`src/hw/cam_defs.vh`:
```
// constants for the counter array module output mode block
`ifndef CAM_DEFS_VH
`define CAM_DEFS_VH
`define CAM_ADDR_W         2
`define CAM_ADDR_MODE      2'h0
`define CAM_ADDR_CMP       2'h1
`define CAM_ADDR_STATUS    2'h2
`define CAM_BIT_IRQ_EN     0
`define CAM_BIT_PWM_EN     1
`define CAM_BIT_TOGGLE_EN  2
`define CAM_BIT_WIDE_PWM   3
`define CAM_MODE_RESET     4'h0
`define CAM_CMP_RESET      16'h0000
`define CAM_LOW_BYTE_MASK  16'h00FF
`define CAM_DATA_W         16
`define CAM_MODE_W         4
`define CAM_BYTE_W         8
`define CAM_STATUS_FLAG    0
`define CAM_STATUS_PIN     1
`define CAM_RDATA_RESET    16'h0000
`define CAM_BIT_RESET      1'h0
`endif

```
`src/hw/cam_output_mode.v`:
```
// output mode and flag masking logic for one counter array capture/compare module
//
// The plain strobed port and the address map are this design's own decisions.
`timescale 1ns/100ps
`default_nettype none
`include "cam_defs.vh"
module cam_output_mode #(
  parameter CNT_W = 16
) (
  input  wire             sys_clk,
  input  wire             rst_n,
  input  wire [`CAM_ADDR_W-1:0] bus_addr,
  input  wire [15:0]      bus_wdata,
  input  wire             bus_wr,
  input  wire             bus_rd,
  output reg  [15:0]      bus_rdata,
  input  wire [CNT_W-1:0] counter_value,
  input  wire             counter_match,
  input  wire             capture_event,
  output reg              module_output_pin,
  output reg              match_capture_flag,
  output reg              match_irq_request
);

  // widths held local so the counter can be sized apart from the bus
  localparam DATA_W = `CAM_DATA_W;
  localparam MODE_W = `CAM_MODE_W;
  localparam BYTE_W = `CAM_BYTE_W;

  // one-hot codes for the behaviour that the mode bits select
  localparam [3:0] OUT_HOLD   = 4'h1;
  localparam [3:0] OUT_TOGGLE = 4'h2;
  localparam [3:0] OUT_PWM    = 4'h4;
  localparam [3:0] OUT_FREQ   = 4'h8;

  reg  [MODE_W-1:0] mode;
  reg  [CNT_W-1:0]  compare_value;
  reg               next_pin;
  reg               next_flag;
  reg               next_irq;
  reg  [DATA_W-1:0] next_rdata;
  reg  [DATA_W-1:0] status_word;
  wire [DATA_W-1:0] mode_word;
  wire [3:0]        out_sel;
  wire              match_toggle_enable;
  wire              pulse_width_enable;
  wire              wide_pwm_select;
  wire              match_flag_irq_enable;
  wire [BYTE_W-1:0] counter_low;
  wire [BYTE_W-1:0] compare_low;
  wire              low_equal;
  wire              low_reached;
  wire              wide_reached;
  wire              mode_write;
  wire              cmp_write;
  wire              status_write;
  wire              flag_set;
  wire              flag_clear;

  // low byte of a count, shared by the 8-bit pwm and frequency compares
  function [BYTE_W-1:0] low_byte;
    input [CNT_W-1:0] value;
    begin
      low_byte = value[BYTE_W-1:0];
    end
  endfunction

  // bus word to counter width; pads or trims on purpose
  function [CNT_W-1:0] to_count;
    input [DATA_W-1:0]       value;
    reg   [DATA_W+CNT_W-1:0] both;
    begin
      both     = {{CNT_W{1'h0}}, value};
      to_count = both[CNT_W-1:0];
    end
  endfunction

  // counter width to bus word; a wider counter reads back trimmed
  function [DATA_W-1:0] to_data;
    input [CNT_W-1:0]        value;
    reg   [DATA_W+CNT_W-1:0] both;
    begin
      both    = {{DATA_W{1'h0}}, value};
      to_data = both[DATA_W-1:0];
    end
  endfunction

  // both enables together outrank either one alone
  function [3:0] decode_mode;
    input toggle_on;
    input pwm_on;
    begin
      if (toggle_on && pwm_on) begin
        decode_mode = OUT_FREQ;
      end else if (pwm_on) begin
        decode_mode = OUT_PWM;
      end else if (toggle_on) begin
        decode_mode = OUT_TOGGLE;
      end else begin
        decode_mode = OUT_HOLD;
      end
    end
  endfunction

  assign match_toggle_enable   = mode[`CAM_BIT_TOGGLE_EN];
  assign pulse_width_enable    = mode[`CAM_BIT_PWM_EN];
  assign wide_pwm_select       = mode[`CAM_BIT_WIDE_PWM];
  assign match_flag_irq_enable = mode[`CAM_BIT_IRQ_EN];

  assign out_sel      = decode_mode(match_toggle_enable, pulse_width_enable);
  assign counter_low  = low_byte(counter_value);
  assign compare_low  = low_byte(compare_value);
  assign low_equal    = (counter_low == compare_low);
  assign low_reached  = (counter_low >= compare_low);
  assign wide_reached = (counter_value >= compare_value);

  assign mode_write   = bus_wr && (bus_addr == `CAM_ADDR_MODE);
  assign cmp_write    = bus_wr && (bus_addr == `CAM_ADDR_CMP);
  assign status_write = bus_wr && (bus_addr == `CAM_ADDR_STATUS);
  assign flag_set     = counter_match || capture_event;
  assign flag_clear   = status_write && bus_wdata[`CAM_STATUS_FLAG];
  assign mode_word    = {{(DATA_W-MODE_W){1'h0}}, mode};

  // pwm holds the pin low until the count reaches the compare value, comparing low bytes only unless wide pwm is selected
  always @* begin
    next_pin = module_output_pin;
    case (out_sel)
      OUT_FREQ: begin
        // toggles on every cycle the low bytes agree
        if (low_equal) begin
          next_pin = ~module_output_pin;
        end
      end
      OUT_PWM: begin
        if (wide_pwm_select) begin
          next_pin = wide_reached;
        end else begin
          next_pin = low_reached;
        end
      end
      OUT_TOGGLE: begin
        if (counter_match) begin
          next_pin = ~module_output_pin;
        end
      end
      OUT_HOLD: begin
        next_pin = module_output_pin;
      end
      default: begin
        next_pin = module_output_pin;
      end
    endcase
  end

  // set beats a clear in the same cycle, so no event is lost; mask plays no part
  always @* begin
    next_flag = match_capture_flag;
    if (flag_set) begin
      next_flag = 1'h1;
    end else if (flag_clear) begin
      next_flag = 1'h0;
    end
  end

  // request trails the flag by one cycle and only while enabled
  always @* begin
    next_irq = 1'h0;
    if (match_flag_irq_enable) begin
      next_irq = match_capture_flag;
    end
  end

  always @* begin
    status_word                   = `CAM_RDATA_RESET;
    status_word[`CAM_STATUS_FLAG] = match_capture_flag;
    status_word[`CAM_STATUS_PIN]  = module_output_pin;
  end

  // read data stands in the cycle after each cycle of bus_rd and is zero otherwise
  always @* begin
    next_rdata = `CAM_RDATA_RESET;
    if (bus_rd) begin
      case (bus_addr)
        `CAM_ADDR_MODE: begin
          next_rdata = mode_word;
        end
        `CAM_ADDR_CMP: begin
          next_rdata = to_data(compare_value);
        end
        `CAM_ADDR_STATUS: begin
          next_rdata = status_word;
        end
        default: begin
          next_rdata = `CAM_RDATA_RESET;
        end
      endcase
    end
  end

  always @(posedge sys_clk) begin
    if (!rst_n) begin
      mode <= `CAM_MODE_RESET;
    end else if (mode_write) begin
      mode <= bus_wdata[MODE_W-1:0];
    end
  end

  always @(posedge sys_clk) begin
    if (!rst_n) begin
      compare_value <= to_count(`CAM_CMP_RESET);
    end else if (cmp_write) begin
      compare_value <= to_count(bus_wdata);
    end
  end

  always @(posedge sys_clk) begin
    if (!rst_n) begin
      module_output_pin <= `CAM_BIT_RESET;
    end else begin
      module_output_pin <= next_pin;
    end
  end

  always @(posedge sys_clk) begin
    if (!rst_n) begin
      match_capture_flag <= `CAM_BIT_RESET;
    end else begin
      match_capture_flag <= next_flag;
    end
  end

  always @(posedge sys_clk) begin
    if (!rst_n) begin
      match_irq_request <= `CAM_BIT_RESET;
    end else begin
      match_irq_request <= next_irq;
    end
  end

  always @(posedge sys_clk) begin
    if (!rst_n) begin
      bus_rdata <= `CAM_RDATA_RESET;
    end else begin
      bus_rdata <= next_rdata;
    end
  end

endmodule // cam_output_mode
`default_nettype wire
```
`config.mk`:
```
export PLATFORM = sky130hd
export DESIGN_NAME = cam_output_mode
export DESIGN_NICKNAME = d
export VERILOG_FILES = /design/src/hw/cam_output_mode.v
export VERILOG_INCLUDE_DIRS = /design/src /design/src/hw
export SDC_FILE = /design/constraint.sdc
export NUM_CORES = 1
export LEC_CHECK = 0
export BUFFER_PORTS_ARGS = -buffer_cell sky130_fd_sc_hd__buf_2
export CORE_MARGIN = 1.5
export CORE_UTILIZATION = 50
export CTS_CLUSTER_DIAMETER = 30
export DETAILED_ROUTE_END_ITERATION = 12
export PLACE_DENSITY = 0.89
export REMOVE_ABC_BUFFERS = 1
export SYNTH_ARGS = -nofsm -noshare
export SYNTH_HDL_FRONTEND = slang
export SYNTH_SLANG_ARGS = --single-unit
```
`constraint.sdc`:
```
create_clock -name sys_clk -period 2.2 [get_ports sys_clk]
set_input_delay 0.55 -clock sys_clk [delete_from_list [all_inputs] [get_ports sys_clk]]
set_output_delay 0.55 -clock sys_clk [all_outputs]
set_load 0.01 [all_outputs]
```
# == Word level (Yosys, flattened, before mapping) ==
# Index checks and enable logic that the tools add are counted.
# totals
ff_bits,39
inputBits,40
output_inout_bits,19
elab_cells,39
# op_classes
n_lt_le_gt_ge,2
eq_ne,8
muxes,10
n_bitwise,1
reduce_logical,12
# ops
cell,n
$pmux W16 S3,1
$ge A16 B16 Y1,1
$eq A8 B8 Y1,1
$ge A8 B8 Y1,1
$logic_and A1 B1 Y1,5
$mux W1,5
$eq A4 B2 Y1 const B,1
$eq A4 B3 Y1 const B,1
$eq A4 B4 Y1 const B,1
$mux W4,1
$ne A2 B2 Y1 const B,2
$reduce_and A2 Y1,2
$mux W3,1
$pmux W1 S3,1
$reduce_and A3 Y1,1
$reduce_bool A3 Y1,1
$eq A2 B1 Y1 const B,1
$eq A2 B2 Y1 const B,1
$logic_not A2 Y1,1
$mux W2,1
$reduce_bool A2 Y1,1
$logic_or A1 B1 Y1,1
$not A1 Y1,1

# == Longest topological paths before layout ==
# Gate-level depths: netlist of run 1.
# depth
depth_word,6
depth_mapped,7
depth_no_buf,7

# == Worst setup path after synthesis of run 1 ==
# OpenSTA, ideal clock, no wires.
# synth_path
kind,in2reg
start,input counter_value[1]
end,register module_output_pin
setup_time_ps,140
arrival_ps,1582
t_required_ps,2060
slack_ps,478
path_stages,6
path_buffers,0
cell_sequence,ha_1 -> nor2b_4 -> o31ai_2 -> a31oi_1 -> o311ai_1 -> o2111ai_1
# synth_between
elab_chain_len,3
word_cells_on_any_way,7
cone_classes,2 x order compare; 2 x eq/ne; 2 x mux; 1 x reduce/logical
# synth_lines
element,line,rtl
from (decl),cam_output_mode.v:17,"input wire [CNT_W-1:0] counter_value,"
"$ge A16 B16 Y1, or another cell as far along",cam_output_mode.v:115,assign wide_reached = (counter_value >= compare_value);
$mux W1 / $ne A2 B2 Y1 (equally long branches),--,
$pmux W1 S3 / $reduce_and A3 Y1 (equally long branches),--,
to (signal assigned),cam_output_mode.v:218,module_output_pin <= `CAM_BIT_RESET;
to (signal assigned),cam_output_mode.v:220,module_output_pin <= next_pin;
to (decl),cam_output_mode.v:20,"output reg module_output_pin,"
# Several ways; a longest one is shown, not always the timed one.
# A chain may end at the register's enable or synchronous reset.

# == Final worst setup path of run 1 ==
# layout_path
start,register compare_value[1]
end,register module_output_pin
# layout_between
elab_chain_len,3
word_cells_on_any_way,7
cone_classes,2 x order compare; 2 x eq/ne; 2 x mux; 1 x reduce/logical
# layout_lines
element,line,rtl
from (decl),cam_output_mode.v:37,reg [CNT_W-1:0] compare_value;
from (signal assigned),cam_output_mode.v:210,compare_value <= to_count(`CAM_CMP_RESET);
from (signal assigned),cam_output_mode.v:212,compare_value <= to_count(bus_wdata);
"$ge A16 B16 Y1, or another cell as far along",cam_output_mode.v:115,
$mux W1 / $ne A2 B2 Y1 (equally long branches),--,
$pmux W1 S3 / $reduce_and A3 Y1 (equally long branches),--,
# Several ways; a longest one is shown, not always the timed one.

==> results.py, run 1 <==
metrics = {
    "critical_path": {
        "cp-endpoint": "module_output_pin",
        "timing.rr.start": "compare_value[1]",
        "setup.worst_path.start": "compare_value[1]",
        "rr_worst_depth": 7,
        "worst-path-max-fanout": 3,
        "path_class": "flop to flop",
        "critPathCaptureType": "flop",
        "start_kind": "flop",
        "reg2reg_to": "module_output_pin",
        "cp_data_arrival_time_ps": 1830,
        "r2r_slack_ps": 530,
        "required_ps": 2360,
    },
    "yosys": {
        "yosys.area.top_type": "dfxtp_1",
        "synthTopCellsByArea": "dfxtp_1 42%, ha_1 11%, nand2_1 7.5%",
        "synth_area_um2": 1850,
        "ys_seq_elements": 39,
        "synth_warnings": 0,
        "synthCells": 202,
        "seq_area_frac_synth": 0.423,
        "avgSynthCellArea_um2": 9.14,
        "synth_cell_types": 38,
        "synth_top_area_share": 0.423,
    },
    "detailed_routing": {
        "dr_wl_met2_um": 1860,
        "drt_iter0_markers": 74,
        "vias_per_cell": 4.90,
        "drt_pass1_iterations": 4,
        "wl_per_cell_um": 11.9,
        "num_vias": 1509,
        "route.layer.met1.wl_um": 1550,
        "dr_wl_met3_um": 182,
        "top_layer": "met4",
        "drt-total-wl_um": 3660,
        "drc": 0,
        "ant_nets": 0,
    },
    "status": {
        "status": "finished clean",
    },
    "floorplanning": {
        "die_h_um": 63.8,
        "die_width_um": 63.8,
        "core.rowCount": 21,
        "core_area_um2": 3440,
        "initial_core_util": 0.537,
        "die_area_um2": 4070,
        "ioPinCount": 59,
    },
    "grt": {
        "grt_usage": 0.193,
        "antenna_found_initial": 0,
        "grt_pass1_vias": 1377,
        "grt_remaining_overflow": 0,
        "grt_max_degree": 26,
        "grt_pass1_wl_um": 5890,
    },
    "timing": {
        "fin_crit_sh": 0.761,
        "max_freq_mhz": 597,
        "fin_tns_setup_ps": 0,
        "maxSlewHeadroom": 0.548,
        "rsz0062_at_grt": "no",
        "skew_ps": 6.10,
        "hold_viol_final": 0,
        "report.final.slew_viol_count": 0,
        "setup_viol_count_final": 0,
        "tightest_slew_ps": 675,
        "period_needed_ps": 1670,
    },
    "finish": {
        "stdcell_area_um2": 2270,
        "final_layout_size_suffix_gt1_frac": 0.282,
        "regArea_um2": 781,
        "multi_input_area_um2": 941,
        "num-nets-final": 317,
        "fillers": 303,
        "antenna_cells": 0,
        "final_util": 0.659,
        "syn2layout_area_growth_pct": 22.9,
    },
    "clock_tree": {
        "cts_root_buffer": "clkbuf_8",
        "holdBufCountCts": 0,
        "cts.htree.levels": 2,
        "clk_pin_slew_ps": 80,
        "clock-sinks": 39,
        "postCtsSetupRepairBufs": 0,
        "clock_path_buffers": 2,
        "clk_latency_ps": 290,
        "cts_resized": 0,
        "tritoncts": "yes",
        "numCtsBuffers": 5,
    },
    "placed_design": {
        "dp_hpwl_um": 2750,
        "placed_area_um2": 2150,
        "io_buffers": 58,
        "routabilityCongestion": 0.759,
    },
    "power_and_ir_drop": {
        "power_density_nw_per_um2": 666,
        "ir_drop_mv": 0.465,
        "p_leak_nw": 1.02,
    },
    "worst_hold_path": {
        "hold_class": "flop to flop",
    },
    "job": {
        "drv_cap": 0,
    },
}
[layout make-up]
class	instances	area share
clock buffers	6	0.0364
clock inverters	2	0.0154
inverters	18	0.0298
multi-input cells	137	0.415
flip-flops and latches	39	0.344
well taps	46	0.0254
repair buffers	60	0.135
[worst min-delay path by stage]
stage	start	endpoint	slack [ps]	depth (start not counted)
after global routing	bus_wdata[14]	compare_value[14]	490	3
after floorplan	compare_value[11]	compare_value[11]	440	2
after global placement	compare_value[11]	compare_value[11]	450	2
after detailed placement	compare_value[4]	compare_value[4]	460	2
final	compare_value[14]	compare_value[14]	470	2
after CTS	compare_value[4]	compare_value[4]	470	2
[cell usage in the layout, fill, tap and decap left out, types with 2 or more instances in the layout]
cell type   n
a31oi_1     2
nand4_1     4
a21oi_1     5
clkbuf_8    6
nand2_1    37
and2_1     12
a21boi_0    7
nor2b_1     5
ha_1       16
inv_1      18
nor2_1      8
buf_4       2
mux2i_1     8
a21boi_1   10
buf_2      58
dfxtp_1    39
nor3_1      3
[synth_stat cells]
cell type,instances
nor3b_2,1
o2111ai_1,1
mux2i_1,8
clkbuf_1,2
nand3_1,1
o31ai_1,1
a211oi_1,1
o21ai_0,1
ha_1,16
o31a_1,1
a21boi_1,10
xnor2_1,1
nor3_1,3
o31ai_2,1
and3_1,1
nor4_1,1
nor2_1,8
and3b_1,1
inv_1,18
a21boi_0,7
a31oi_1,2
dfxtp_1,39
buf_6,2
nand4_1,4
buf_2,1
nand3b_1,1
nand2_2,1
nor3b_4,1
o311ai_1,1
nor2b_1,5
nor2b_4,1
buf_4,3
o21a_1,1
a21oi_1,5
nand3b_2,1
xor2_1,1
and2_1,12
nand2_1,37
[report_power, final]
group          internal [W]  leakage (nW)  switching (W)
combinational     0.0000815         0.641      0.0000818
clock              0.000367        0.0612       0.000247
sequential         0.000722         0.316      0.0000125
[worst max-delay path, stage by stage (launching register included)]
cell and delay (ps):
dfxtp_1 360, inv_1 50, ha_1 290, nor2b_4 130, o31ai_2 170, a31oi_1 110
o311ai_1 290, o2111ai_1 140
[logic make-up after synthesis]
group           after synthesis  synth area share
flops                        39             0.423
mux                           8            0.0434
compound gates               32             0.125
simple gates                 79             0.223
fa+ha+maj                    16             0.108
buf+inv                      26            0.0677
xor+xnor                      2           0.00949
[metal layers]
layer | global-route usage | vias up
met2 | 0.345 | 38
met1 | 0.207 | 672
li1 | - | 793
met5 | 0 | -
met3 | 0.0563 | 6
met4 | 0.0924 | 0
[state kept, by name, summed over array words and instances (netlist names)]
name and cells:
mode 4, match_capture_flag 1, compare_value 16, match_irq_request 1, bus_rdata 16, module_output_pin 1
[through the flow]
step	std cells	hold slack, ps	total power [W]	setup slack, ps
6_report	308	468	0.00151	526
5_1_grt	308	486	0.00159	363
4_1_cts	308	470	0.00153	537
3_5_place_dp	300	460	0.000915	301
3_3_place_gp	300	453	0.000909	328
2_1_floorplan	194	443	0.000837	478
Power figures use the tool's default switching activity.
==> run 2: changes to the inputs <==
==> constraint.sdc (replaced) <==
create_clock -name sys_clk -period 1.6 [get_ports sys_clk]
set_input_delay 0.4 -clock sys_clk [delete_from_list [all_inputs] [get_ports sys_clk]]
set_output_delay 0.4 -clock sys_clk [all_outputs]
set_load 0.01 [all_outputs]
==> run 2 against run 1 <==
Clock power is 38% higher. Cell count is 1.3% higher. Total power grew 39%. Sequential power increased by 38%. Core utilization rose by 1.8 points. Hold slack worse by 140 ps. Largest cell class unchanged. First-iteration DRC count is 45% higher. Non-clock buffer count increased by 4. Fmax grew 6.6%. Sequential share of layout area fell by 0.76 points. Critical path depth down 1. Worst setup slack got worse by 500 ps.
==> results.py, run 2 (synthesis gave the netlist of run 1 again) <==
metrics = {
    "timing": {
        "fin_tns_setup_ps": 0,
        "rsz0062_at_grt": "yes",
        "skew_ps": 1.70,
        "hold_viol_final": 0,
        "tightest_slew_ps": 636,
        "setup_ws_ps": 29.9,
        "report.final.slew_viol_count": 0,
        "period_needed_ps": 1570,
        "max_freq_mhz": 637,
        "setup_viol_count_final": 0,
        "fin_crit_sh": 0.981,
        "maxSlewHeadroom": 0.574,
    },
    "detailed_routing": {
        "drt_pass1_iterations": 4,
        "ant_nets": 0,
        "drc": 0,
        "vias_per_cell": 4.96,
        "drt_iter0_markers": 107,
        "wl_per_cell_um": 12.2,
        "num_vias": 1547,
        "drt-total-wl_um": 3810,
    },
    "placed_design": {
        "io_buffers": 58,
        "routabilityCongestion": 0.756,
        "place_inst": 303,
        "dp_hpwl_um": 2760,
        "place_ws_ps": -131,
        "placed_area_um2": 2170,
    },
    "critical_path": {
        "worst-path-max-fanout": 3,
        "reg2reg_to": "module_output_pin",
        "r2r_slack_ps": 30,
        "start_kind": "flop",
        "rr_worst_depth": 6,
        "critPathCaptureType": "flop",
        "path_cells": "inv_1, ha_1, a211oi_2, nor2_1, nor4_2, o2111ai_1",
        "crit_slowest_cell": "dfxtp_2",
        "path_class": "flop to flop",
        "cp_data_arrival_time_ps": 1740,
        "required_ps": 1770,
        "timing.rr.start": "compare_value[13]",
        "crit_path_max_incr_delay_ps": 340,
    },
    "clock_tree": {
        "clk_latency_ps": 290,
        "cts.htree.levels": 2,
        "holdBufCountCts": 0,
        "numCtsBuffers": 5,
        "clock-sinks": 39,
        "tritoncts": "yes",
        "clock_path_buffers": 2,
        "cts_root_buffer": "clkbuf_8",
        "clk_pin_slew_ps": 70,
    },
    "finish": {
        "reg_top3": "bus_rdata: 16 flops, compare_value: 16 flops, mode: 4 flops",
        "layout_commonest_cell": "buf_2",
        "num-nets-final": 321,
        "stdcell_area_um2": 2330,
        "mostFrequentLayoutCells": "58 x buf_2, 37 x nand2_1, 36 x dfxtp_1",
        "final_layout_size_suffix_gt1_frac": 0.323,
        "fin_cells": 312,
        "fillers": 289,
        "multi_input_area_um2": 970,
        "syn2layout_area_growth_pct": 26.3,
        "regArea_um2": 785,
        "antenna_cells": 0,
    },
    "grt": {
        "grt_remaining_overflow": 0,
        "grt_max_degree": 26,
        "grt_pass1_wl_um": 5980,
        "grt_usage": 0.196,
        "grt_pass1_vias": 1406,
        "antenna_found_initial": 0,
    },
    "worst_hold_path": {
        "whs_path_depth": 2,
        "hold_class": "input pin to flop",
        "worstHoldStart": "capture_event",
        "hold_end": "match_capture_flag",
    },
    "floorplanning": {
        "initial_core_util": 0.537,
        "core.rowCount": 21,
        "core_area_um2": 3440,
        "die_area_um2": 4070,
        "die_h_um": 63.8,
        "ioPinCount": 59,
        "die_width_um": 63.8,
    },
    "status": {
        "status": "finished clean",
    },
    "job": {
        "drv_cap": 0,
    },
    "power_and_ir_drop": {
        "power_density_nw_per_um2": 900,
        "p_leak_nw": 1.04,
        "ir_drop_mv": 0.563,
    },
}
-- run 2: worst max-delay path by stage --
stage / from / cells after the start / end / slack [ps]
final: compare_value[13] / 6 / module_output_pin / 30
after global routing: compare_value[2] / 7 / module_output_pin / -40
after CTS: compare_value[1] / 7 / module_output_pin / 20
after detailed placement: counter_value[1] / 7 / module_output_pin / -130
after global placement: counter_value[1] / 7 / module_output_pin / -120
after floorplan: counter_value[1] / 6 / module_output_pin / 30
-- run 2: cell type report --
class | instances | share of cell area
sequential | 39 | 0.336
inverter | 18 | 0.0290
clock buffer | 6 | 0.0354
clock inverter | 2 | 0.0150
tap | 46 | 0.0247
timing repair buffer | 64 | 0.144
multi-input combinational | 137 | 0.416
-- run 2: layer usage --
| metal | up-vias | part of all wire | track usage |
|---|---|---|---|
| li1 | 803 | - | - |
| met1 | 693 | 0.41 | 0.211 |
| met2 | 43 | 0.52 | 0.337 |
| met3 | 8 | 0.045 | 0.0651 |
| met4 | 0 | 0.024 | 0.111 |
| met5 | - | 0 | 0 |
-- run 2: power breakdown --
group	internal (W)	switching (W)
Sequential	0.000993	0.0000180
Combinational	0.000122	0.000119
Clock	0.000504	0.000344
Total	0.00162	0.000481
-- run 2: critical path: cells and delay by family (launching register included) --
kind,cells,cell delay (ps)
AO/OA/AOI/OAI,2,340
adder cells (fa/ha/maj),1,300
buffers and inverters,1,40
AND/OR/NAND/NOR,2,430
flip-flops,1,340
-- run 2: what timing repair did --
action	in CTS	in global routing
gates resized for setup	0	8
buffers inserted	0	1
hold endpoints to repair	0	0
endpoints found under the setup margin	0	1
-- run 2: metrics by stage --
step | utilization | total power, W | hold WS, ps
3_5_place_dp | 0.632 | 0.00126 | 462
4_1_cts | 0.666 | 0.00210 | 327
6_report | 0.678 | 0.00210 | 325
5_1_grt | 0.678 | 0.00220 | 327
2_1_floorplan | - | 0.00115 | 443
3_3_place_gp | 0.632 | 0.00125 | 454
==> run 3: changes to the inputs <==
--- a/config.mk
+++ b/config.mk
@@ -13,6 +13,8 @@
 export DETAILED_ROUTE_END_ITERATION = 12
 export PLACE_DENSITY = 0.89
 export REMOVE_ABC_BUFFERS = 1
+export SETUP_SLACK_MARGIN = 0.3
+export SLEW_MARGIN = 20
 export SYNTH_ARGS = -nofsm -noshare
 export SYNTH_HDL_FRONTEND = slang
 export SYNTH_SLANG_ARGS = --single-unit
==> run 3 against run 2 <==
First-iteration DRC count up 3.7%. Largest power group unchanged. Largest cell class unchanged. Hold slack barely moved. Routed wire length grew 3.3%. Core utilization up 1.2 points. Die area stayed put. Flip-flop and latch count stayed put. Critical path depth is the same.
==> results.py, run 3 (synthesis gave the netlist of run 1 again) <==
metrics = {
    "status": {
        "status": "finished clean",
    },
    "timing": {
        "fin_crit_sh": 0.950,
        "hold_viol_final": 0,
        "setup_viol_count_final": 0,
        "setup_ws_ps": 79.5,
        "maxSlewHeadroom": 0.570,
        "skew_ps": 4.20,
        "tightest_slew_ps": 643,
        "max_freq_mhz": 658,
        "report.final.slew_viol_count": 0,
        "rsz0062_at_grt": "yes",
        "period_needed_ps": 1520,
    },
    "grt": {
        "grt_pass1_vias": 1457,
        "antenna_found_initial": 0,
        "grt_max_degree": 26,
        "grt_usage": 0.205,
        "grt_remaining_overflow": 0,
        "grt_pass1_wl_um": 6240,
    },
    "placed_design": {
        "dp_hpwl_um": 2760,
        "place_inst": 303,
        "io_buffers": 58,
        "placed_area_um2": 2170,
        "routabilityCongestion": 0.756,
        "place_ws_ps": -131,
    },
    "critical_path": {
        "start_kind": "flop",
        "worst-path-max-fanout": 3,
        "timing.rr.start": "compare_value[13]",
        "reg2reg_to": "module_output_pin",
        "crit_slowest_cell": "nor4_2",
        "path_cells": "inv_1, ha_4, a211oi_2, nor2_1, nor4_2, o2111ai_1",
        "critPathCaptureType": "flop",
        "crit_path_max_incr_delay_ps": 360,
        "r2r_slack_ps": 80,
        "path_class": "flop to flop",
        "rr_worst_depth": 6,
        "required_ps": 1770,
        "cp_data_arrival_time_ps": 1690,
    },
    "clock_tree": {
        "holdBufCountCts": 0,
        "cts.htree.levels": 2,
        "tritoncts": "yes",
        "clk_latency_ps": 300,
        "clock-sinks": 39,
        "numCtsBuffers": 5,
        "clock_path_buffers": 2,
        "clk_pin_slew_ps": 70,
        "cts_root_buffer": "clkbuf_8",
    },
    "finish": {
        "antenna_cells": 0,
        "fin_cells": 312,
        "syn2layout_area_growth_pct": 28.5,
        "stdcell_area_um2": 2370,
        "final_layout_size_suffix_gt1_frac": 0.346,
        "fillers": 285,
        "layout_commonest_cell": "buf_2",
        "num-nets-final": 321,
        "reg_top3": "bus_rdata: 16 flops, compare_value: 16 flops, mode: 4 flops",
        "mostFrequentLayoutCells": "58 x buf_2, 37 x nand2_1, 33 x dfxtp_1",
    },
    "worst_hold_path": {
        "hold_end": "match_capture_flag",
        "hold_class": "input pin to flop",
        "worstHoldStart": "capture_event",
        "whs_path_depth": 2,
    },
    "power_and_ir_drop": {
        "p_sw_w": 0.000488,
        "p_seq_frac": 0.478,
        "combPwrFrac": 0.120,
        "p_leak_nw": 1.05,
        "switching_share": 0.231,
        "total_power_w": 0.00211,
        "ir_drop_mv": 0.566,
        "power.clock.fraction": 0.402,
        "internal-power_w": 0.00163,
        "power_density_nw_per_um2": 891,
    },
    "floorplanning": {
        "core.rowCount": 21,
        "core_area_um2": 3440,
        "ioPinCount": 59,
        "die_h_um": 63.8,
        "die_width_um": 63.8,
        "initial_core_util": 0.537,
        "die_area_um2": 4070,
    },
    "detailed_routing": {
        "drt-total-wl_um": 3940,
        "drc": 0,
        "wl_per_cell_um": 12.6,
        "vias_per_cell": 5.01,
        "num_vias": 1563,
        "drt_pass1_iterations": 4,
        "drt_iter0_markers": 111,
        "ant_nets": 0,
    },
    "job": {
        "drv_cap": 0,
    },
}
-- run 3: cell types whose count changed in the layout (fill, tap and decap cells not counted) --
cell	change
o21ai_1	+1
ha_4	+3
o21ai_0	-1
dfxtp_2	+3
ha_1	-3
dfxtp_1	-3
-- run 3: stage by stage --
| stage | hold WS [ps] | TNS, ps | util |
|---|---|---|---|
| 2_1_floorplan | 443 | 0 | - |
| 3_3_place_gp | 454 | -121 | 0.632 |
| 3_5_place_dp | 462 | -131 | 0.632 |
| 4_1_cts | 327 | 0 | 0.681 |
| 5_1_grt | 321 | -14.0 | 0.690 |
| 6_report | 325 | 0 | 0.690 |
-- run 3: per-layer routing --
layer | up-vias | track usage | wire length (µm)
met5 | - | 0 | 0
met4 | 0 | 0.111 | 114
met3 | 9 | 0.0651 | 171
met2 | 40 | 0.361 | 2030
met1 | 716 | 0.218 | 1620
li1 | 798 | - | -
-- run 3: repair_timing --
item                       in CTS  in global routing
buffers inserted                1                  0
setup endpoints to repair       1                  2
hold endpoints to repair        0                  0
resized for setup              11                  4
pin swaps                       6                  4
-- run 3: final cells by class --
cell class                 instances  area [µm²]  share of cell area
inverter                          18        67.6              0.0285
timing repair buffer              64         335               0.141
clock buffer                       6        82.6              0.0348
multi-input combinational        137        1010               0.424
sequential                        39         788               0.332
tap                               46        57.6              0.0242
clock inverter                     2        35.0              0.0148
-- run 3: how the worst max path moves through the flow --
stage,slack [ps],start,end,cells after the start
after global placement,-120,counter_value[1],module_output_pin,7
after floorplan,30,counter_value[1],module_output_pin,6
after detailed placement,-130,counter_value[1],module_output_pin,7
after CTS,90,compare_value[1],module_output_pin,7
final,80,compare_value[13],module_output_pin,6
after global routing,-10,compare_value[1],module_output_pin,7
-- run 3: power groups by stage --
stage,combinational (W),sequential [W],clock [W]
3_5_place_dp,0.000229,0.00103,0
3_3_place_gp,0.000222,0.00103,0
6_report,0.000253,0.00101,0.000850
2_1_floorplan,0.000120,0.00103,0
4_1_cts,0.000241,0.00101,0.000861
5_1_grt,0.000284,0.00101,0.000917
-- run 3: worst max-delay path, delay by kind of cell, from the launching register on --
family,cells,cell delay [ps]
simple gates,2,450
flops,1,340
compound gates,2,330
buf+inv,1,60
fa+ha+maj,1,210
